[config.mk]
export PLATFORM = sky130hd
export DESIGN_NAME = pfta_core
export DESIGN_NICKNAME = d
export VERILOG_FILES = /design/src/include/pfta_pkg.sv /design/src/hdl/pfta_core.sv
export SDC_FILE = /design/constraint.sdc
export NUM_CORES = 1
export LEC_CHECK = 0
export BUFFER_PORTS_ARGS = -buffer_cell sky130_fd_sc_hd__buf_2
export CAP_MARGIN = 0
export CORE_ASPECT_RATIO = 0.7
export CORE_MARGIN = 4
export CORE_UTILIZATION = 40
export CTS_CLUSTER_SIZE = 8
export DETAILED_ROUTE_END_ITERATION = 10
export PLACE_DENSITY = 0.62
export SLEW_MARGIN = 20
export SYNTH_ARGS = -nofsm -noshare
export SYNTH_HDL_FRONTEND = slang
export SYNTH_SLANG_ARGS = --single-unit
[constraint.sdc]
create_clock -name clock -period 3 [get_ports clock]
set_input_delay 0.6 -clock clock [delete_from_list [all_inputs] [get_ports clock]]
set_output_delay 0.6 -clock clock [all_outputs]
set_load 0.05 [all_outputs]
[src/include/pfta_pkg.sv]
// Package for the program flash table access unit: register map, fields, timing and types.
package pfta_pkg;

  // ****************************************
  // Register offsets (special function space)
  // ****************************************
  localparam logic [11:0] ADDR_MEM_CTRL   = 12'hfa6;
  localparam logic [11:0] ADDR_UNLOCK_KEY = 12'hfa7;
  localparam logic [11:0] ADDR_TBL_LATCH  = 12'hff5;
  localparam logic [11:0] ADDR_TBL_LOW    = 12'hff6;
  localparam logic [11:0] ADDR_TBL_HIGH   = 12'hff7;
  localparam logic [11:0] ADDR_TBL_UPPER  = 12'hff8;

  // ****************************************
  // Control register fields
  // ****************************************
  localparam int BIT_PROG_SEL  = 7;
  localparam int BIT_CFG_SEL   = 6;
  localparam int BIT_ERASE_EN  = 4;
  localparam int BIT_ABORT     = 3;
  localparam int BIT_PERMIT    = 2;
  localparam int BIT_LAUNCH    = 1;
  localparam int BIT_FETCH     = 0;

  localparam logic [7:0] KEY_FIRST  = 8'h55;
  localparam logic [7:0] KEY_SECOND = 8'haa;

  // ****************************************
  // Geometry and timing
  // ****************************************
  localparam int PTR_W        = 22;
  localparam int ADDR_W       = 21;
  localparam int HOLD_N       = 8;
  localparam int WRITE_SHIFT  = 3;
  localparam int ERASE_SHIFT  = 6;
  localparam int CLK_MHZ      = 250;
  localparam int PROG_TIME_US = 2000;
  localparam int PROG_CYCLES  = PROG_TIME_US * CLK_MHZ;

  // ****************************************
  // Types
  // ****************************************
  typedef enum logic [1:0] {PTR_KEEP, PTR_POST_INC, PTR_POST_DEC, PTR_PRE_INC} pfta_ptr_mode_t;
  typedef enum logic [1:0] {KEY_IDLE, KEY_GOT_FIRST, KEY_ARMED} pfta_key_t;
  typedef enum logic [1:0] {ST_IDLE, ST_WRITE, ST_ERASE} pfta_state_t;

  typedef struct packed {
    logic           rd;
    logic           wr;
    pfta_ptr_mode_t mode;
  } pfta_table_op_t;

  typedef struct packed {
    logic        req;
    logic        erase;
    logic        cfg;
    logic [21:0] addr;
    logic [63:0] data;
  } pfta_flash_cmd_t;

endpackage

[src/hdl/pfta_core.sv]
// Program flash table access unit: table latch, pointer, holding registers, timed write/erase.
`timescale 1ns/10ps
// What this block does
// - Reads one byte per table read; programs 8-byte blocks; erases 64-byte rows.
// - No bulk erase path exists; only row erase can be launched.
// - Fetch stall is held during a timed cycle; the timer ends it.
// - Any byte value is accepted into the array; decoding is the core's job.
// - All table transfers pass through the 8-bit table latch.
// - Table writes fill one of eight holding registers chosen by pointer bits 2:0.
// - Any byte address works; instruction alignment is the software's duty.
// - Unlock key is not stored and reads as zero; used only for launch.
// - Program-space select set targets program flash; clear targets data EEPROM for fetch, configuration space for timed cycles.
// - Configuration-space select overrides program-space select for timed cycles; the fetch trigger ignores it.
// - Erase enable makes the next launch a row erase; completion clears it.
// - Store permit gates all write and erase cycles; clear after reset.
// - Reset during a timed cycle sets the store abort flag.
// - Store abort leaves both space select bits untouched.
// - Launch bit set by software only; hardware clears it at completion.
// - Completion sets the done flag; software clears it.
// - Fetch trigger reads EEPROM for one cycle, self-clears, blocked when program select set.
// - Table pointer is 22 bits from three byte registers.
// - Pointer modes keep, post-inc, post-dec, pre-inc affect only low 21 bits.
// - Table read uses all 22 pointer bits.
// - Timed write uses pointer bits 21:3 for the 8-byte block.
// - Row erase uses pointer bits 21:6 and ignores 5:0.
// - Launch accepted only right after writes of 55h then AAh to the key.
// - Each timed cycle stalls the core for about 2 ms.
module pfta_core #(
  parameter int PROG_CYCLES = pfta_pkg::PROG_CYCLES
) (
  // Clock and reset
  input  wire logic                     clock,
  input  wire logic                     rst_n,
  // Reset causes seen at the previous reset, from the reset controller
  input  wire logic                     abort_reset_cause,
  // Register port from the core
  input  wire logic                     reg_wr,
  input  wire logic                     reg_rd,
  input  wire logic [11:0]              reg_addr,
  input  wire logic [7:0]               reg_wdata,
  output logic      [7:0]               reg_rdata,
  // Table instruction strobes
  input  wire pfta_pkg::pfta_table_op_t table_op,
  // Program flash array
  output pfta_pkg::pfta_flash_cmd_t     flash_cmd,
  input  wire logic                     flash_rd_ack,
  input  wire logic [15:0]              flash_rd_word,
  output logic      [21:0]              flash_rd_addr,
  // Data EEPROM read request and core side
  output logic                          ee_read_pulse,
  output logic                          fetch_stall,
  output logic                          nvm_done_irq_flag,
  input  wire logic                     nvm_done_irq_clear
);

  // ****************************************
  // State
  // ****************************************
  typedef struct packed {
    logic                   prog_sel;
    logic                   cfg_sel;
    logic                   erase_en;
    logic                   abort;
    logic                   permit;
    logic                   launch;
    logic                   fetch;
    logic [7:0]             latch;
    logic [21:0]            ptr;
    logic [7:0][7:0]        hold;
    pfta_pkg::pfta_key_t    key;
    pfta_pkg::pfta_state_t  st;
    logic [31:0]            timer;
    logic                   rd_pend;
    logic                   rd_post;
    logic                   rd_dec;
    logic                   done;
    logic                   abort_sync;
    pfta_pkg::pfta_flash_cmd_t cmd;
    logic                   first;
  } pfta_state_reg_t;

  pfta_state_reg_t s_reg;
  pfta_state_reg_t s_next;
  logic [20:0]     ptr_lo_inc;
  logic [20:0]     ptr_lo_dec;

  assign ptr_lo_inc = s_reg.ptr[20:0] + 21'h000001;
  assign ptr_lo_dec = s_reg.ptr[20:0] - 21'h000001;

  // ****************************************
  // Next state
  // ****************************************
  always_comb begin
    s_next = s_reg;
    s_next.cmd.req = 1'b0;
    s_next.fetch = 1'b0;
    s_next.first = 1'b0;
    // Besides software writes and a reset during a timed cycle, the reset cause captured on the first cycle raises the abort flag.
    if (s_reg.first && abort_reset_cause) begin
      s_next.abort = 1'b1;
    end
    // Register writes; the key register keeps no value, only the unlock progress.
    if (reg_wr) begin
      if (reg_addr != pfta_pkg::ADDR_UNLOCK_KEY) begin
        s_next.key = pfta_pkg::KEY_IDLE;
      end
      case (reg_addr)
        pfta_pkg::ADDR_MEM_CTRL: begin
          if (s_reg.st == pfta_pkg::ST_IDLE) begin
            s_next.prog_sel = reg_wdata[pfta_pkg::BIT_PROG_SEL];
            s_next.cfg_sel  = reg_wdata[pfta_pkg::BIT_CFG_SEL];
            s_next.erase_en = reg_wdata[pfta_pkg::BIT_ERASE_EN];
            s_next.abort    = reg_wdata[pfta_pkg::BIT_ABORT];
            s_next.permit   = reg_wdata[pfta_pkg::BIT_PERMIT];
            if (reg_wdata[pfta_pkg::BIT_FETCH] && !reg_wdata[pfta_pkg::BIT_PROG_SEL]
                && !s_reg.prog_sel) begin
              s_next.fetch = 1'b1;
            end
            // Zero writes to the launch bit are ignored; a set needs permit and unlock.
            if (reg_wdata[pfta_pkg::BIT_LAUNCH] && reg_wdata[pfta_pkg::BIT_PERMIT]
                && s_reg.permit && s_reg.key == pfta_pkg::KEY_ARMED) begin
              s_next.launch  = 1'b1;
              s_next.timer   = 32'(PROG_CYCLES);
              s_next.cmd.req = 1'b1;
              s_next.cmd.cfg = reg_wdata[pfta_pkg::BIT_CFG_SEL]
                               | ~reg_wdata[pfta_pkg::BIT_PROG_SEL];
              s_next.cmd.data = s_reg.hold;
              if (reg_wdata[pfta_pkg::BIT_ERASE_EN]) begin
                s_next.st = pfta_pkg::ST_ERASE;
                s_next.cmd.erase = 1'b1;
                s_next.cmd.addr = {s_reg.ptr[21:pfta_pkg::ERASE_SHIFT], 6'h00};
              end else begin
                s_next.st = pfta_pkg::ST_WRITE;
                s_next.cmd.erase = 1'b0;
                s_next.cmd.addr = {s_reg.ptr[21:pfta_pkg::WRITE_SHIFT], 3'h0};
              end
            end
            s_next.key = pfta_pkg::KEY_IDLE;
          end
        end
        pfta_pkg::ADDR_UNLOCK_KEY: begin
          if (reg_wdata == pfta_pkg::KEY_FIRST) begin
            s_next.key = pfta_pkg::KEY_GOT_FIRST;
          end else if (reg_wdata == pfta_pkg::KEY_SECOND
                       && s_reg.key == pfta_pkg::KEY_GOT_FIRST) begin
            s_next.key = pfta_pkg::KEY_ARMED;
          end else begin
            s_next.key = pfta_pkg::KEY_IDLE;
          end
        end
        pfta_pkg::ADDR_TBL_LATCH: s_next.latch = reg_wdata;
        pfta_pkg::ADDR_TBL_LOW:   s_next.ptr[7:0] = reg_wdata;
        pfta_pkg::ADDR_TBL_HIGH:  s_next.ptr[15:8] = reg_wdata;
        pfta_pkg::ADDR_TBL_UPPER: s_next.ptr[21:16] = reg_wdata[5:0];
        default: begin
        end
      endcase
    end
    // Table instructions are ignored while the core is stalled.
    if (s_reg.st == pfta_pkg::ST_IDLE && !s_reg.rd_pend) begin
      if (table_op.wr) begin
        s_next.hold[s_reg.ptr[2:0]] = s_reg.latch;
        case (table_op.mode)
          pfta_pkg::PTR_POST_INC: s_next.ptr[20:0] = ptr_lo_inc;
          pfta_pkg::PTR_POST_DEC: s_next.ptr[20:0] = ptr_lo_dec;
          pfta_pkg::PTR_PRE_INC: begin
            s_next.ptr[20:0] = ptr_lo_inc;
            s_next.hold[s_reg.ptr[2:0]] = s_reg.hold[s_reg.ptr[2:0]];
            s_next.hold[ptr_lo_inc[2:0]] = s_reg.latch;
          end
          default: begin
          end
        endcase
      end else if (table_op.rd) begin
        s_next.rd_pend = 1'b1;
        s_next.rd_post = table_op.mode == pfta_pkg::PTR_POST_INC
                         || table_op.mode == pfta_pkg::PTR_POST_DEC;
        s_next.rd_dec  = table_op.mode == pfta_pkg::PTR_POST_DEC;
        if (table_op.mode == pfta_pkg::PTR_PRE_INC) begin
          s_next.ptr[20:0] = ptr_lo_inc;
        end
      end
    end
    if (s_reg.rd_pend && flash_rd_ack) begin
      s_next.latch = s_reg.ptr[0] ? flash_rd_word[15:8] : flash_rd_word[7:0];
      s_next.rd_pend = 1'b0;
      if (s_reg.rd_post) begin
        s_next.ptr[20:0] = s_reg.rd_dec ? ptr_lo_dec : ptr_lo_inc;
      end
    end
    // Self-timed cycle; the timer alone ends the stall.
    if (s_reg.st != pfta_pkg::ST_IDLE) begin
      s_next.timer = s_reg.timer - 32'h00000001;
      if (s_reg.timer == 32'h00000001) begin
        s_next.st = pfta_pkg::ST_IDLE;
        s_next.launch = 1'b0;
        s_next.abort = 1'b0;
        s_next.done = 1'b1;
        if (s_reg.st == pfta_pkg::ST_ERASE) begin
          s_next.erase_en = 1'b0;
        end
      end
    end
    // A new completion wins over a clear in the same cycle.
    if (nvm_done_irq_clear && !(s_reg.st != pfta_pkg::ST_IDLE
                                && s_reg.timer == 32'h00000001)) begin
      s_next.done = 1'b0;
    end
  end

  // ****************************************
  // Registers
  // ****************************************
  // Select bits and the abort flag are kept across reset so a failed target stays visible.
  always_ff @(posedge clock) begin
    if (!rst_n) begin
      s_reg <= '0;
      s_reg.prog_sel <= s_reg.prog_sel;
      s_reg.cfg_sel  <= s_reg.cfg_sel;
      s_reg.abort    <= s_reg.abort | s_reg.launch;
      s_reg.first    <= 1'b1;
    end else begin
      s_reg <= s_next;
    end
  end

  // ****************************************
  // Outputs
  // ****************************************
  always_comb begin
    reg_rdata = 8'h00;
    case (reg_addr)
      pfta_pkg::ADDR_MEM_CTRL: reg_rdata = {s_reg.prog_sel, s_reg.cfg_sel, 1'b0, s_reg.erase_en,
                                           s_reg.abort, s_reg.permit, s_reg.launch, s_reg.fetch};
      pfta_pkg::ADDR_TBL_LATCH: reg_rdata = s_reg.latch;
      pfta_pkg::ADDR_TBL_LOW:   reg_rdata = s_reg.ptr[7:0];
      pfta_pkg::ADDR_TBL_HIGH:  reg_rdata = s_reg.ptr[15:8];
      pfta_pkg::ADDR_TBL_UPPER: reg_rdata = {2'h0, s_reg.ptr[21:16]};
      default: reg_rdata = 8'h00;
    endcase
  end

  assign flash_cmd         = s_reg.cmd;
  assign flash_rd_addr     = s_reg.ptr;
  assign ee_read_pulse     = s_reg.fetch;
  assign fetch_stall       = s_reg.st != pfta_pkg::ST_IDLE || s_reg.rd_pend;
  assign nvm_done_irq_flag = s_reg.done;

endmodule

==> flow_results.xml, run 1 <==
<?xml version="1.0" encoding="UTF-8"?>
<metrics>
  <group name="run_status">
    <metric name="run_status" unit="">complete, no violations</metric>
  </group>
  <group name="sta">
    <metric name="finalWorstPathRequiredPeriod" unit="ns">2.82</metric>
    <metric name="fmax" unit="MHz">355</metric>
    <metric name="finalHoldWorstSlack" unit="ns">0.393</metric>
    <metric name="timing.final.crit_share" unit="">0.939</metric>
    <metric name="slew_headroom" unit="">0.521</metric>
    <metric name="hold_viol_final" unit="">0</metric>
    <metric name="totalNegativeSetupSlack" unit="ns">0</metric>
    <metric name="report.final.slew_viol_count" unit="">0</metric>
    <metric name="worst_pin_slew" unit="ns">0.711</metric>
    <metric name="rsz0062_at_grt" unit="">false</metric>
    <metric name="setup_violations_final" unit="">0</metric>
    <metric name="timing.clock.skew" unit="ns">0.0206</metric>
  </group>
  <group name="flow_run">
    <metric name="max-cap-violations" unit="">0</metric>
  </group>
  <group name="clock_network">
    <metric name="clock_tree.buffer_depth" unit="">3</metric>
    <metric name="tritoncts" unit="">built</metric>
    <metric name="cts_hold_buffers" unit="">0</metric>
    <metric name="cts.root.buffer_cell" unit="">sky130_fd_sc_hd__clkbuf_16</metric>
    <metric name="htree_levels" unit="">2</metric>
    <metric name="clock_sink_count" unit="">228</metric>
    <metric name="cts_buf_count" unit="">34</metric>
    <metric name="clkLatencyLatePin" unit="ns">0.51</metric>
    <metric name="cts.clk_slew.worst_paths" unit="ns">0.05</metric>
    <metric name="cts_repair_resize_count" unit="">0</metric>
    <metric name="post-cts-setup-buffers" unit="">0</metric>
  </group>
  <group name="synthesis">
    <metric name="yosysUniqueCellTypes" unit="">72</metric>
    <metric name="synthesis.instances" unit="">1538</metric>
    <metric name="seq_area_frac_synth" unit="">0.376</metric>
    <metric name="synthesis.area" unit="sq um">12200</metric>
    <metric name="yosysTopAreaCellShare" unit="">0.371</metric>
    <metric name="top_post_synthesis_cells_by_area" unit="">sky130_fd_sc_hd__dfxtp_1, sky130_fd_sc_hd__mux2i_1, sky130_fd_sc_hd__nand2_1</metric>
    <metric name="postSynth.topFlopCell" unit="">sky130_fd_sc_hd__dfxtp_1</metric>
    <metric name="synth_seq_cells" unit="">228</metric>
    <metric name="yosys.cell_count.top_type" unit="">sky130_fd_sc_hd__nand2_1</metric>
    <metric name="commonest_cells_in_the_netlist" unit="">sky130_fd_sc_hd__nand2_1, sky130_fd_sc_hd__dfxtp_1, sky130_fd_sc_hd__a21oi_1, sky130_fd_sc_hd__nor2_1, sky130_fd_sc_hd__buf_4</metric>
    <metric name="async_reset_ff_frac" unit="">0</metric>
    <metric name="synth_area_per_cell" unit="sq um">7.92</metric>
    <metric name="yosys_warning_count" unit="">0</metric>
    <metric name="number_of_enable_flip_flop_cells_after_synthesis" unit="">2</metric>
    <metric name="synth_top_cell_by_area" unit="">sky130_fd_sc_hd__dfxtp_1</metric>
  </group>
  <group name="floorplan">
    <metric name="std_cell_rows" unit="">53</metric>
    <metric name="initial_core_util" unit="">0.406</metric>
    <metric name="floorplan.io_pins" unit="">169</metric>
    <metric name="die_width" unit="microns">217</metric>
    <metric name="die-area" unit="sq um">33400</metric>
    <metric name="die_h" unit="microns">154</metric>
    <metric name="core" unit="sq um">30000</metric>
  </group>
  <group name="route">
    <metric name="avgViaCountPerCell" unit="">5.63</metric>
    <metric name="first_pass_detailed_route_iteration_total" unit="">6</metric>
    <metric name="drcViolationCount" unit="">0</metric>
    <metric name="avgRoutedWirePerCell" unit="microns">19.6</metric>
    <metric name="route.final.wire_length" unit="mm">39.3</metric>
    <metric name="detail_route.iter0.violations" unit="">1351</metric>
    <metric name="route.antenna.remaining_nets" unit="">0</metric>
    <metric name="vias_after_detailed_routing" unit="">11330</metric>
  </group>
  <group name="pwr">
    <metric name="worst_ir_drop_vdd" unit="V">0.000342</metric>
    <metric name="switching_share" unit="">0.269</metric>
    <metric name="total_switching_power" unit="mW">2.01</metric>
    <metric name="power_density" unit="nW/um^2">539</metric>
    <metric name="internal_power" unit="mW">5.46</metric>
    <metric name="power_frac_seq" unit="">0.418</metric>
    <metric name="leakagePower" unit="nW">5.58</metric>
    <metric name="power.share.combinational" unit="">0.126</metric>
    <metric name="clock_power_share" unit="">0.456</metric>
  </group>
  <group name="critical_path">
    <metric name="rr_endpoint" unit="">flash_rd_addr[18]</metric>
    <metric name="worstPathBufferInverterCount" unit="">2</metric>
    <metric name="critPathMaxFanout" unit="">13</metric>
    <metric name="ff2ff_path_depth" unit="">9</metric>
    <metric name="source_of_the_critical_timing_path" unit="">flash_rd_addr[1]</metric>
    <metric name="crit_path_max_cell_delay" unit="ns">0.45</metric>
    <metric name="critical_path_class" unit="">flop to flop</metric>
    <metric name="crit_path_cell_trace" unit="">buf_4 &gt; ha_1 &gt; and4_1 &gt; nand3_1 &gt; buf_4 &gt; o21ai_0 &gt; o21ai_0 &gt; xor2_1 &gt; a221oi_1</metric>
    <metric name="crit_slowest_cell" unit="">sky130_fd_sc_hd__nand3_1</metric>
    <metric name="cp.required" unit="ns">3.41</metric>
    <metric name="regToRegStartpoint" unit="">flash_rd_addr[1]</metric>
    <metric name="timing.critical_path.to_type" unit="">flop</metric>
    <metric name="timing.reg2reg.setup_slack" unit="ns">0.18</metric>
    <metric name="startpoint_type" unit="">flop</metric>
    <metric name="cp_data_arrival_time" unit="ns">3.22</metric>
    <metric name="path_delay_family" unit="">simple AND/OR/NAND/NOR gates</metric>
  </group>
  <group name="cells_and_area">
    <metric name="area_growth_syn_to_layout" unit="%">13.7</metric>
    <metric name="area_of_the_multi_input_gates" unit="sq um">6320</metric>
    <metric name="antenna_cells_inserted" unit="">0</metric>
    <metric name="final_layout_size_suffix_gt1_frac" unit="">0.191</metric>
    <metric name="final_area" unit="sq um">13900</metric>
    <metric name="nNetsFinal" unit="">1649</metric>
    <metric name="area.sequential" unit="sq um">4580</metric>
    <metric name="largest_reg_flops" unit="">118</metric>
    <metric name="fillerInstances" unit="">2994</metric>
  </group>
  <group name="hold_path">
    <metric name="hold_path_depth" unit="">4</metric>
    <metric name="holdPathEnd" unit="">nvm_done_irq_flag</metric>
    <metric name="timing.hold.worst.start" unit="">nvm_done_irq_clear</metric>
    <metric name="hold_class" unit="">primary input to flop</metric>
  </group>
  <group name="placement">
    <metric name="post_place_instance_area" unit="sq um">12900</metric>
    <metric name="hpwl_dp" unit="mm">27.5</metric>
    <metric name="routabilityCongestion" unit="">0.972</metric>
    <metric name="numPortBuffers" unit="">164</metric>
  </group>
  <group name="global_routing">
    <metric name="gr-total-overflow" unit="">0</metric>
    <metric name="grt_first_pass_wirelength" unit="mm">61.6</metric>
    <metric name="antenna_found_initial" unit="">0</metric>
    <metric name="track_usage" unit="">0.230</metric>
    <metric name="grt_start_max_net_pins" unit="">80</metric>
    <metric name="first_global_vias" unit="">10682</metric>
  </group>
</metrics>
-- worst max path at each step --
| stage | to | cells after the start |
|---|---|---|
| 5_1_grt | reg_rdata[3] | 8 |
| 2_1_floorplan | reg_rdata[0] | 5 |
| 4_1_cts | reg_rdata[3] | 8 |
| 3_5_place_dp | s_reg[190] | 8 |
| 6_report | flash_rd_addr[18] | 9 |
| 3_3_place_gp | reg_rdata[3] | 8 |
-- per-layer routing --
layer  wire, microns  global-route usage  part of all wire  vias up
li1                -                   -                 -     5383
met1           17700               0.327              0.45     5322
met2           16800               0.347              0.43      551
met3            3910              0.0571             0.099       74
met4             994              0.0627             0.025        0
met5               0                   0                 0        -
-- worst register-to-register path: stages, from the launching register on --
cell	delay, ns
sky130_fd_sc_hd__dfxtp_1	0.32
sky130_fd_sc_hd__buf_4	0.19
sky130_fd_sc_hd__ha_1	0.38
sky130_fd_sc_hd__and4_1	0.31
sky130_fd_sc_hd__nand3_1	0.45
sky130_fd_sc_hd__buf_4	0.34
sky130_fd_sc_hd__o21ai_0	0.12
sky130_fd_sc_hd__o21ai_0	0.12
sky130_fd_sc_hd__xor2_1	0.17
sky130_fd_sc_hd__a221oi_1	0.31
-- power groups by stage --
stage / registers (mW) / logic (mW) / clock network (mW)
floorplan: 3.15 / 0.629 / 0
global placement: 3.18 / 0.908 / 0
detailed placement: 3.18 / 0.913 / 0
CTS: 3.12 / 0.917 / 3.47
global route: 3.12 / 1.00 / 3.62
finish: 3.12 / 0.940 / 3.40
-- cell usage in the layout (no fill, tap or decap), types with 12 or more instances in the layout --
| cell | count |
|---|---|
| sky130_fd_sc_hd__inv_1 | 17 |
| sky130_fd_sc_hd__o21ai_0 | 52 |
| sky130_fd_sc_hd__buf_4 | 70 |
| sky130_fd_sc_hd__nor2_1 | 140 |
| sky130_fd_sc_hd__nand2_1 | 246 |
| sky130_fd_sc_hd__nor4_1 | 13 |
| sky130_fd_sc_hd__xor2_1 | 20 |
| sky130_fd_sc_hd__or3_1 | 21 |
| sky130_fd_sc_hd__nand3_1 | 46 |
| sky130_fd_sc_hd__mux2i_1 | 102 |
| sky130_fd_sc_hd__buf_2 | 164 |
| sky130_fd_sc_hd__xnor2_1 | 21 |
| sky130_fd_sc_hd__nor3_1 | 32 |
| sky130_fd_sc_hd__a211oi_1 | 14 |
| sky130_fd_sc_hd__a21oi_1 | 152 |
| sky130_fd_sc_hd__or4_1 | 12 |
| sky130_fd_sc_hd__clkbuf_16 | 34 |
| sky130_fd_sc_hd__dfxtp_1 | 226 |
-- area by class of cell --
cell class | count | area share
Inverter | 19 | 0.00551
Multi-Input combinational cell | 1072 | 0.456
Clock buffer | 38 | 0.0639
Clock inverter | 3 | 0.00244
Sequential cell | 228 | 0.331
Tap cell | 412 | 0.0372
Timing Repair Buffer | 239 | 0.104
-- stage by stage --
stage	util	instances	power (mW)	setup slack, ns
final	0.461	2011	7.47	0.184
after CTS	0.461	2011	7.50	0.235
after floorplan	-	1540	3.78	0.188
after global routing	0.461	2011	7.74	0.0363
after global placement	0.431	1970	4.09	0.246
after detailed placement	0.431	1970	4.09	0.224
-- logic make-up after synthesis --
group                      synth area share
other                              0.000308
buffers and inverters                 0.108
muxes                                0.0875
and+or+nand+nor                       0.228
xor gates and xnor gates             0.0295
DFF                                   0.376
AOI/OAI and AO/OA                     0.162
adders and majority gates           0.00822
Note: power is estimated with default switching activity, not from simulation.
==> run 2: changes to the inputs <==
--- a/config.mk
+++ b/config.mk
@@ -13,6 +13,7 @@
 export CTS_CLUSTER_SIZE = 8
 export DETAILED_ROUTE_END_ITERATION = 10
 export PLACE_DENSITY = 0.62
+export SETUP_SLACK_MARGIN = 0.4
 export SLEW_MARGIN = 20
 export SYNTH_ARGS = -nofsm -noshare
 export SYNTH_HDL_FRONTEND = slang
==> flow_results.xml, run 2 (synthesis gave the netlist of run 1 again) <==
<?xml version="1.0" encoding="UTF-8"?>
<metrics>
  <group name="placement">
    <metric name="numPortBuffers" unit="">164</metric>
    <metric name="placed_instance_count" unit="">1974</metric>
    <metric name="routabilityCongestion" unit="">0.970</metric>
    <metric name="dpl_worst_slack" unit="ns">0.249</metric>
    <metric name="hpwl_dp" unit="mm">27.8</metric>
  </group>
  <group name="sta">
    <metric name="hold_viol_final" unit="">0</metric>
    <metric name="timing.clock.skew" unit="ns">0.0271</metric>
    <metric name="slew_headroom" unit="">0.540</metric>
    <metric name="setup_violations_final" unit="">0</metric>
    <metric name="report.final.slew_viol_count" unit="">0</metric>
    <metric name="worst_pin_slew" unit="ns">0.689</metric>
    <metric name="fmax" unit="MHz">379</metric>
    <metric name="finalWorstPathRequiredPeriod" unit="ns">2.64</metric>
    <metric name="totalNegativeSetupSlack" unit="ns">0</metric>
    <metric name="rsz0062_at_grt" unit="">true</metric>
    <metric name="timing.final.crit_share" unit="">0.879</metric>
    <metric name="finalHoldWorstSlack" unit="ns">0.395</metric>
    <metric name="post-route-worst-setup-slack" unit="ns">0.363</metric>
  </group>
  <group name="cells_and_area">
    <metric name="layoutNonFillerInstCount" unit="">2023</metric>
    <metric name="area.sequential" unit="sq um">4590</metric>
    <metric name="final_cell_mix" unit="">sky130_fd_sc_hd__nand2_1, sky130_fd_sc_hd__dfxtp_1, sky130_fd_sc_hd__buf_2</metric>
    <metric name="largest_reg_flops" unit="">118</metric>
    <metric name="nNetsFinal" unit="">1660</metric>
    <metric name="layout_commonest_cell" unit="">sky130_fd_sc_hd__nand2_1</metric>
    <metric name="fillerInstances" unit="">2988</metric>
    <metric name="final_layout_size_suffix_gt1_frac" unit="">0.216</metric>
    <metric name="area_of_the_multi_input_gates" unit="sq um">6450</metric>
    <metric name="area_growth_syn_to_layout" unit="%">15.6</metric>
  </group>
  <group name="critical_path">
    <metric name="cp.required" unit="ns">2.40</metric>
    <metric name="cp_data_arrival_time" unit="ns">2.04</metric>
    <metric name="startpoint_type" unit="">primary input</metric>
    <metric name="crit_path_max_cell_delay" unit="ns">0.34</metric>
    <metric name="critPathMaxFanout" unit="">11</metric>
    <metric name="critical_path_class" unit="">primary input to output pin</metric>
    <metric name="cpMostUsedCell" unit="">sky130_fd_sc_hd__buf_4</metric>
    <metric name="timing.critical_path.to_type" unit="">output pin</metric>
    <metric name="crit_slowest_cell" unit="">sky130_fd_sc_hd__nor4_2</metric>
    <metric name="crit_path_cell_trace" unit="">buf_2 &gt; nand3b_1 &gt; nor4_2 &gt; buf_4 &gt; a222oi_1 &gt; nand2_2 &gt; buf_4</metric>
  </group>
  <group name="pwr">
    <metric name="power_density" unit="nW/um^2">528</metric>
    <metric name="worst_ir_drop_vdd" unit="V">0.000347</metric>
    <metric name="leakagePower" unit="nW">5.65</metric>
  </group>
  <group name="global_routing">
    <metric name="gr-total-overflow" unit="">0</metric>
    <metric name="antenna_found_initial" unit="">1</metric>
    <metric name="grt_start_max_net_pins" unit="">75</metric>
    <metric name="track_usage" unit="">0.229</metric>
    <metric name="first_global_vias" unit="">10535</metric>
    <metric name="grt_first_pass_wirelength" unit="mm">61.4</metric>
  </group>
  <group name="clock_network">
    <metric name="clock_tree.buffer_depth" unit="">3</metric>
    <metric name="htree_levels" unit="">2</metric>
    <metric name="cts.clk_slew.worst_paths" unit="ns">0.05</metric>
    <metric name="cts.root.buffer_cell" unit="">sky130_fd_sc_hd__clkbuf_16</metric>
    <metric name="tritoncts" unit="">built</metric>
    <metric name="cts_hold_buffers" unit="">0</metric>
    <metric name="clock_sink_count" unit="">228</metric>
    <metric name="cts_buf_count" unit="">34</metric>
    <metric name="clkLatencyLatePin" unit="ns">0.51</metric>
  </group>
  <group name="run_status">
    <metric name="run_status" unit="">complete, no violations</metric>
  </group>
  <group name="floorplan">
    <metric name="core" unit="sq um">30000</metric>
    <metric name="die-area" unit="sq um">33400</metric>
    <metric name="die_h" unit="microns">154</metric>
    <metric name="initial_core_util" unit="">0.406</metric>
    <metric name="std_cell_rows" unit="">53</metric>
    <metric name="floorplan.io_pins" unit="">169</metric>
    <metric name="die_width" unit="microns">217</metric>
  </group>
  <group name="route">
    <metric name="first_pass_detailed_route_iteration_total" unit="">8</metric>
    <metric name="vias_after_detailed_routing" unit="">11377</metric>
    <metric name="route.antenna.remaining_nets" unit="">0</metric>
    <metric name="avgRoutedWirePerCell" unit="microns">19.6</metric>
    <metric name="detail_route.iter0.violations" unit="">1196</metric>
    <metric name="drcViolationCount" unit="">0</metric>
    <metric name="route.final.wire_length" unit="mm">39.7</metric>
    <metric name="avgViaCountPerCell" unit="">5.62</metric>
  </group>
  <group name="hold_path">
    <metric name="hold_class" unit="">primary input to flop</metric>
  </group>
  <group name="flow_run">
    <metric name="max-cap-violations" unit="">0</metric>
  </group>
</metrics>
-- run 2: cell count changes in the layout (fill, tap and decap cells not counted), sizes merged --
cell	before	now
clkinv	2	3
diode	0	1
buf	239	250
clkbuf	38	37
-- run 2: worst max-delay path: cells and delay by family --
kind,cells,cell delay (ns)
buffers and inverters,3,0.56
and+or+nand+nor,3,0.74
AOI/OAI and AO/OA,1,0.13
-- run 2: metrics by stage --
step / utilization / total power [mW] / area, sq um
final: 0.469 / 7.44 / 14100
after global routing: 0.469 / 7.71 / 14100
after CTS: 0.464 / 7.48 / 14000
after detailed placement: 0.433 / 4.11 / 13000
after global placement: 0.433 / 4.10 / 13000
after floorplan: - / 3.79 / 12300
-- run 2: timing repair --
action / CTS / global route
pin swaps: 5 / 7
gates resized for setup: 11 / 22
endpoints found under the setup margin: 14 / 28
buffers inserted: 1 / 6
-- run 2: layout make-up --
| class | instances | area share |
|---|---|---|
| multi-input cells | 1072 | 0.458 |
| flip-flops and latches | 228 | 0.326 |
| repair buffers | 250 | 0.110 |
| clock buffers | 37 | 0.0612 |
| well taps | 412 | 0.0366 |
| inverters | 19 | 0.00542 |
| clock inverters | 4 | 0.00275 |
| diodes | 1 | 0.000178 |
-- run 2: report_power, final --
| group | switching [mW] | total, mW | leakage [nW] | internal, mW |
|---|---|---|---|---|
| registers | 0.0619 | 3.13 | 1.84 | 3.07 |
| clock network | 1.32 | 3.34 | 0.442 | 2.02 |
| logic | 0.628 | 0.966 | 3.36 | 0.338 |
-- run 2: worst paths after layout --
check / end / slack, ns / depth (start not counted) / from
setup / recovery: reg_rdata[1] / 0.36 / 7 / reg_addr[3]
hold / removal: nvm_done_irq_flag / 0.39 / 4 / nvm_done_irq_clear
setup reg to reg: flash_rd_addr[20] / 0.42 / 6 / flash_rd_addr[3]
hold reg to reg: flash_cmd[33] / 0.44 / 2 / flash_cmd[33]
-- run 2: metal layers --
layer  track usage  routed length (microns)  vias up
met5             0                        0        -
met4        0.0743                     1190        0
met3        0.0502                     3260       82
met2         0.336                    16800      449
met1         0.335                    18400     5413
li1              -                        -     5433
==> run 3: changes to the inputs <==
--- a/config.mk
+++ b/config.mk
@@ -7,7 +7,7 @@
 export LEC_CHECK = 0
 export BUFFER_PORTS_ARGS = -buffer_cell sky130_fd_sc_hd__buf_2
 export CAP_MARGIN = 0
-export CORE_ASPECT_RATIO = 0.7
+export CORE_ASPECT_RATIO = 0.75
 export CORE_MARGIN = 4
 export CORE_UTILIZATION = 40
 export CTS_CLUSTER_SIZE = 8
==> flow_results.xml, run 3 (synthesis gave the netlist of run 1 again) <==
<?xml version="1.0" encoding="UTF-8"?>
<metrics>
  <group name="sta">
    <metric name="worst_pin_slew" unit="ns">0.771</metric>
    <metric name="hold_viol_final" unit="">0</metric>
    <metric name="report.final.slew_viol_count" unit="">0</metric>
    <metric name="slew_headroom" unit="">0.486</metric>
    <metric name="fmax" unit="MHz">376</metric>
    <metric name="setup_violations_final" unit="">0</metric>
    <metric name="timing.clock.skew" unit="ns">0.0332</metric>
    <metric name="rsz0062_at_grt" unit="">true</metric>
    <metric name="timing.final.crit_share" unit="">0.887</metric>
    <metric name="totalNegativeSetupSlack" unit="ns">0</metric>
    <metric name="finalWorstPathRequiredPeriod" unit="ns">2.66</metric>
  </group>
  <group name="global_routing">
    <metric name="grt_start_max_net_pins" unit="">86</metric>
    <metric name="first_global_vias" unit="">10688</metric>
    <metric name="antenna_found_initial" unit="">0</metric>
    <metric name="track_usage" unit="">0.230</metric>
    <metric name="gr-total-overflow" unit="">0</metric>
    <metric name="grt_first_pass_wirelength" unit="mm">61.9</metric>
  </group>
  <group name="clock_network">
    <metric name="tritoncts" unit="">built</metric>
    <metric name="cts_buf_count" unit="">34</metric>
    <metric name="cts_hold_buffers" unit="">0</metric>
    <metric name="clkLatencyLatePin" unit="ns">0.51</metric>
    <metric name="cts.root.buffer_cell" unit="">sky130_fd_sc_hd__clkbuf_16</metric>
    <metric name="htree_levels" unit="">2</metric>
    <metric name="clock_sink_count" unit="">228</metric>
    <metric name="clock_tree.buffer_depth" unit="">3</metric>
    <metric name="cts.clk_slew.worst_paths" unit="ns">0.05</metric>
  </group>
  <group name="route">
    <metric name="vias_after_detailed_routing" unit="">11426</metric>
    <metric name="top_layer_used" unit="">met4</metric>
    <metric name="wire_length_on_met1" unit="mm">18.1</metric>
    <metric name="route.final.wire_length" unit="mm">40.4</metric>
    <metric name="drcViolationCount" unit="">0</metric>
    <metric name="avgViaCountPerCell" unit="">5.66</metric>
    <metric name="first_pass_detailed_route_iteration_total" unit="">5</metric>
    <metric name="wl_met3" unit="mm">3.57</metric>
    <metric name="avgRoutedWirePerCell" unit="microns">20.0</metric>
    <metric name="route.antenna.remaining_nets" unit="">0</metric>
    <metric name="detail_route.iter0.violations" unit="">1054</metric>
    <metric name="wl_met2" unit="mm">17.5</metric>
  </group>
  <group name="critical_path">
    <metric name="cp_data_arrival_time" unit="ns">2.06</metric>
    <metric name="cp-endpoint" unit="">reg_rdata[3]</metric>
    <metric name="timing.reg2reg.setup_slack" unit="ns">0.41</metric>
    <metric name="regToRegStartpoint" unit="">s_reg[110]</metric>
    <metric name="crit_slowest_cell" unit="">sky130_fd_sc_hd__nor4b_4</metric>
    <metric name="rr_endpoint" unit="">s_reg[119]</metric>
    <metric name="path_delay_family" unit="">simple AND/OR/NAND/NOR gates</metric>
    <metric name="startpoint_type" unit="">primary input</metric>
    <metric name="critPathMaxFanout" unit="">6</metric>
    <metric name="critical_path_depth" unit="">9</metric>
    <metric name="crit_path_cell_trace" unit="">buf_6 &gt; nand4_1 &gt; buf_4 &gt; nor4b_4 &gt; nor3b_2 &gt; buf_6 &gt; a22oi_1 &gt; nand2_2 &gt; buf_4</metric>
    <metric name="crit_path_max_cell_delay" unit="ns">0.27</metric>
    <metric name="cp.required" unit="ns">2.40</metric>
    <metric name="source_of_the_critical_timing_path" unit="">reg_addr[7]</metric>
    <metric name="timing.critical_path.to_type" unit="">output pin</metric>
    <metric name="ff2ff_path_depth" unit="">6</metric>
    <metric name="worstPathBufferInverterCount" unit="">4</metric>
    <metric name="critical_path_class" unit="">primary input to output pin</metric>
  </group>
  <group name="floorplan">
    <metric name="die_width" unit="microns">210</metric>
    <metric name="die_h" unit="microns">159</metric>
    <metric name="die-area" unit="sq um">33300</metric>
    <metric name="initial_core_util" unit="">0.405</metric>
    <metric name="std_cell_rows" unit="">55</metric>
    <metric name="floorplan.io_pins" unit="">169</metric>
    <metric name="core" unit="sq um">30100</metric>
  </group>
  <group name="cells_and_area">
    <metric name="final_layout_size_suffix_gt1_frac" unit="">0.225</metric>
    <metric name="antenna_cells_inserted" unit="">0</metric>
    <metric name="area_growth_syn_to_layout" unit="%">17.8</metric>
    <metric name="layout_commonest_cell" unit="">sky130_fd_sc_hd__nand2_1</metric>
    <metric name="nNetsFinal" unit="">1669</metric>
    <metric name="final_cell_mix" unit="">sky130_fd_sc_hd__nand2_1, sky130_fd_sc_hd__dfxtp_1, sky130_fd_sc_hd__a21oi_1</metric>
    <metric name="largest_reg_flops" unit="">118</metric>
  </group>
  <group name="placement">
    <metric name="numPortBuffers" unit="">164</metric>
    <metric name="hpwl_dp" unit="mm">27.6</metric>
    <metric name="routabilityCongestion" unit="">0.975</metric>
  </group>
  <group name="pwr">
    <metric name="worst_ir_drop_vdd" unit="V">0.000321</metric>
    <metric name="report.power.total" unit="mW">7.60</metric>
    <metric name="power_density" unit="nW/um^2">530</metric>
    <metric name="leakagePower" unit="nW">5.75</metric>
  </group>
  <group name="run_status">
    <metric name="run_status" unit="">complete, no violations</metric>
  </group>
  <group name="hold_path">
    <metric name="hold_class" unit="">primary input to flop</metric>
  </group>
  <group name="flow_run">
    <metric name="max-cap-violations" unit="">0</metric>
  </group>
</metrics>
[run 3: changes by cell type in the layout (fill, tap and decap cells not counted), sizes merged]
| cell | previous run | this run |
|---|---|---|
| clkinv | 3 | 1 |
| buf | 250 | 259 |
| inv | 20 | 18 |
| diode | 1 | 0 |
| clkbuf | 37 | 42 |
[run 3: layout make-up]
cell class / count / area [sq um]
Inverter: 19 / 77.6
Multi-Input combinational cell: 1072 / 6530
Sequential cell: 228 / 4590
Timing Repair Buffer: 259 / 1700
Fill cell: 2954 / 15700
Clock buffer: 42 / 955
Tap cell: 399 / 499
[run 3: tightest hold or removal path, stage by stage]
cell and delay (ns):
sky130_fd_sc_hd__buf_2 0.09, sky130_fd_sc_hd__inv_1 0.04, sky130_fd_sc_hd__a21oi_1 0.06, sky130_fd_sc_hd__nor2_1 0.07
[run 3: through the flow]
step / hold WS [ns] / area, sq um / cells / util / setup WS (ns)
2_1_floorplan: 0.418 / 12300 / 1540 / - / 0.418
3_3_place_gp: 0.436 / 13000 / 1957 / 0.431 / 0.246
3_5_place_dp: 0.443 / 13000 / 1957 / 0.431 / 0.219
4_1_cts: 0.386 / 14000 / 2000 / 0.465 / 0.379
5_1_grt: 0.401 / 14400 / 2019 / 0.477 / 0.278
6_report: 0.400 / 14400 / 2019 / 0.477 / 0.339
[run 3: power by group]
part,internal (mW),switching (mW)
Combinational,0.348,0.630
Clock,2.19,1.30
Sequential,3.07,0.0632
Total,5.61,1.99
[run 3: timing repair]
action	CTS	global route
cloned	0	1
endpoints found under the setup margin	19	39
gates resized for setup	18	50
buffers inserted	1	18
pin swaps	8	12
[run 3: metal layers]
| layer | up-vias | GRT usage |
|---|---|---|
| li1 | 5438 | - |
| met1 | 5384 | 0.328 |
| met2 | 510 | 0.350 |
| met3 | 94 | 0.0548 |
| met4 | 0 | 0.0626 |
| met5 | - | 0 |
[run 3: worst min path at each step]
stage                        from                 to  slack (ns)  cells past startpoint
2_1_floorplan          s_reg[231]      ee_read_pulse        0.42                      1
3_3_place_gp        flash_cmd[73]      flash_cmd[73]        0.44                      2
3_5_place_dp        flash_cmd[58]      flash_cmd[58]        0.44                      2
4_1_cts        nvm_done_irq_clear  nvm_done_irq_flag        0.39                      4
5_1_grt              reg_wdata[7]         s_reg[231]        0.40                      1
6_report       nvm_done_irq_clear  nvm_done_irq_flag        0.40                      4
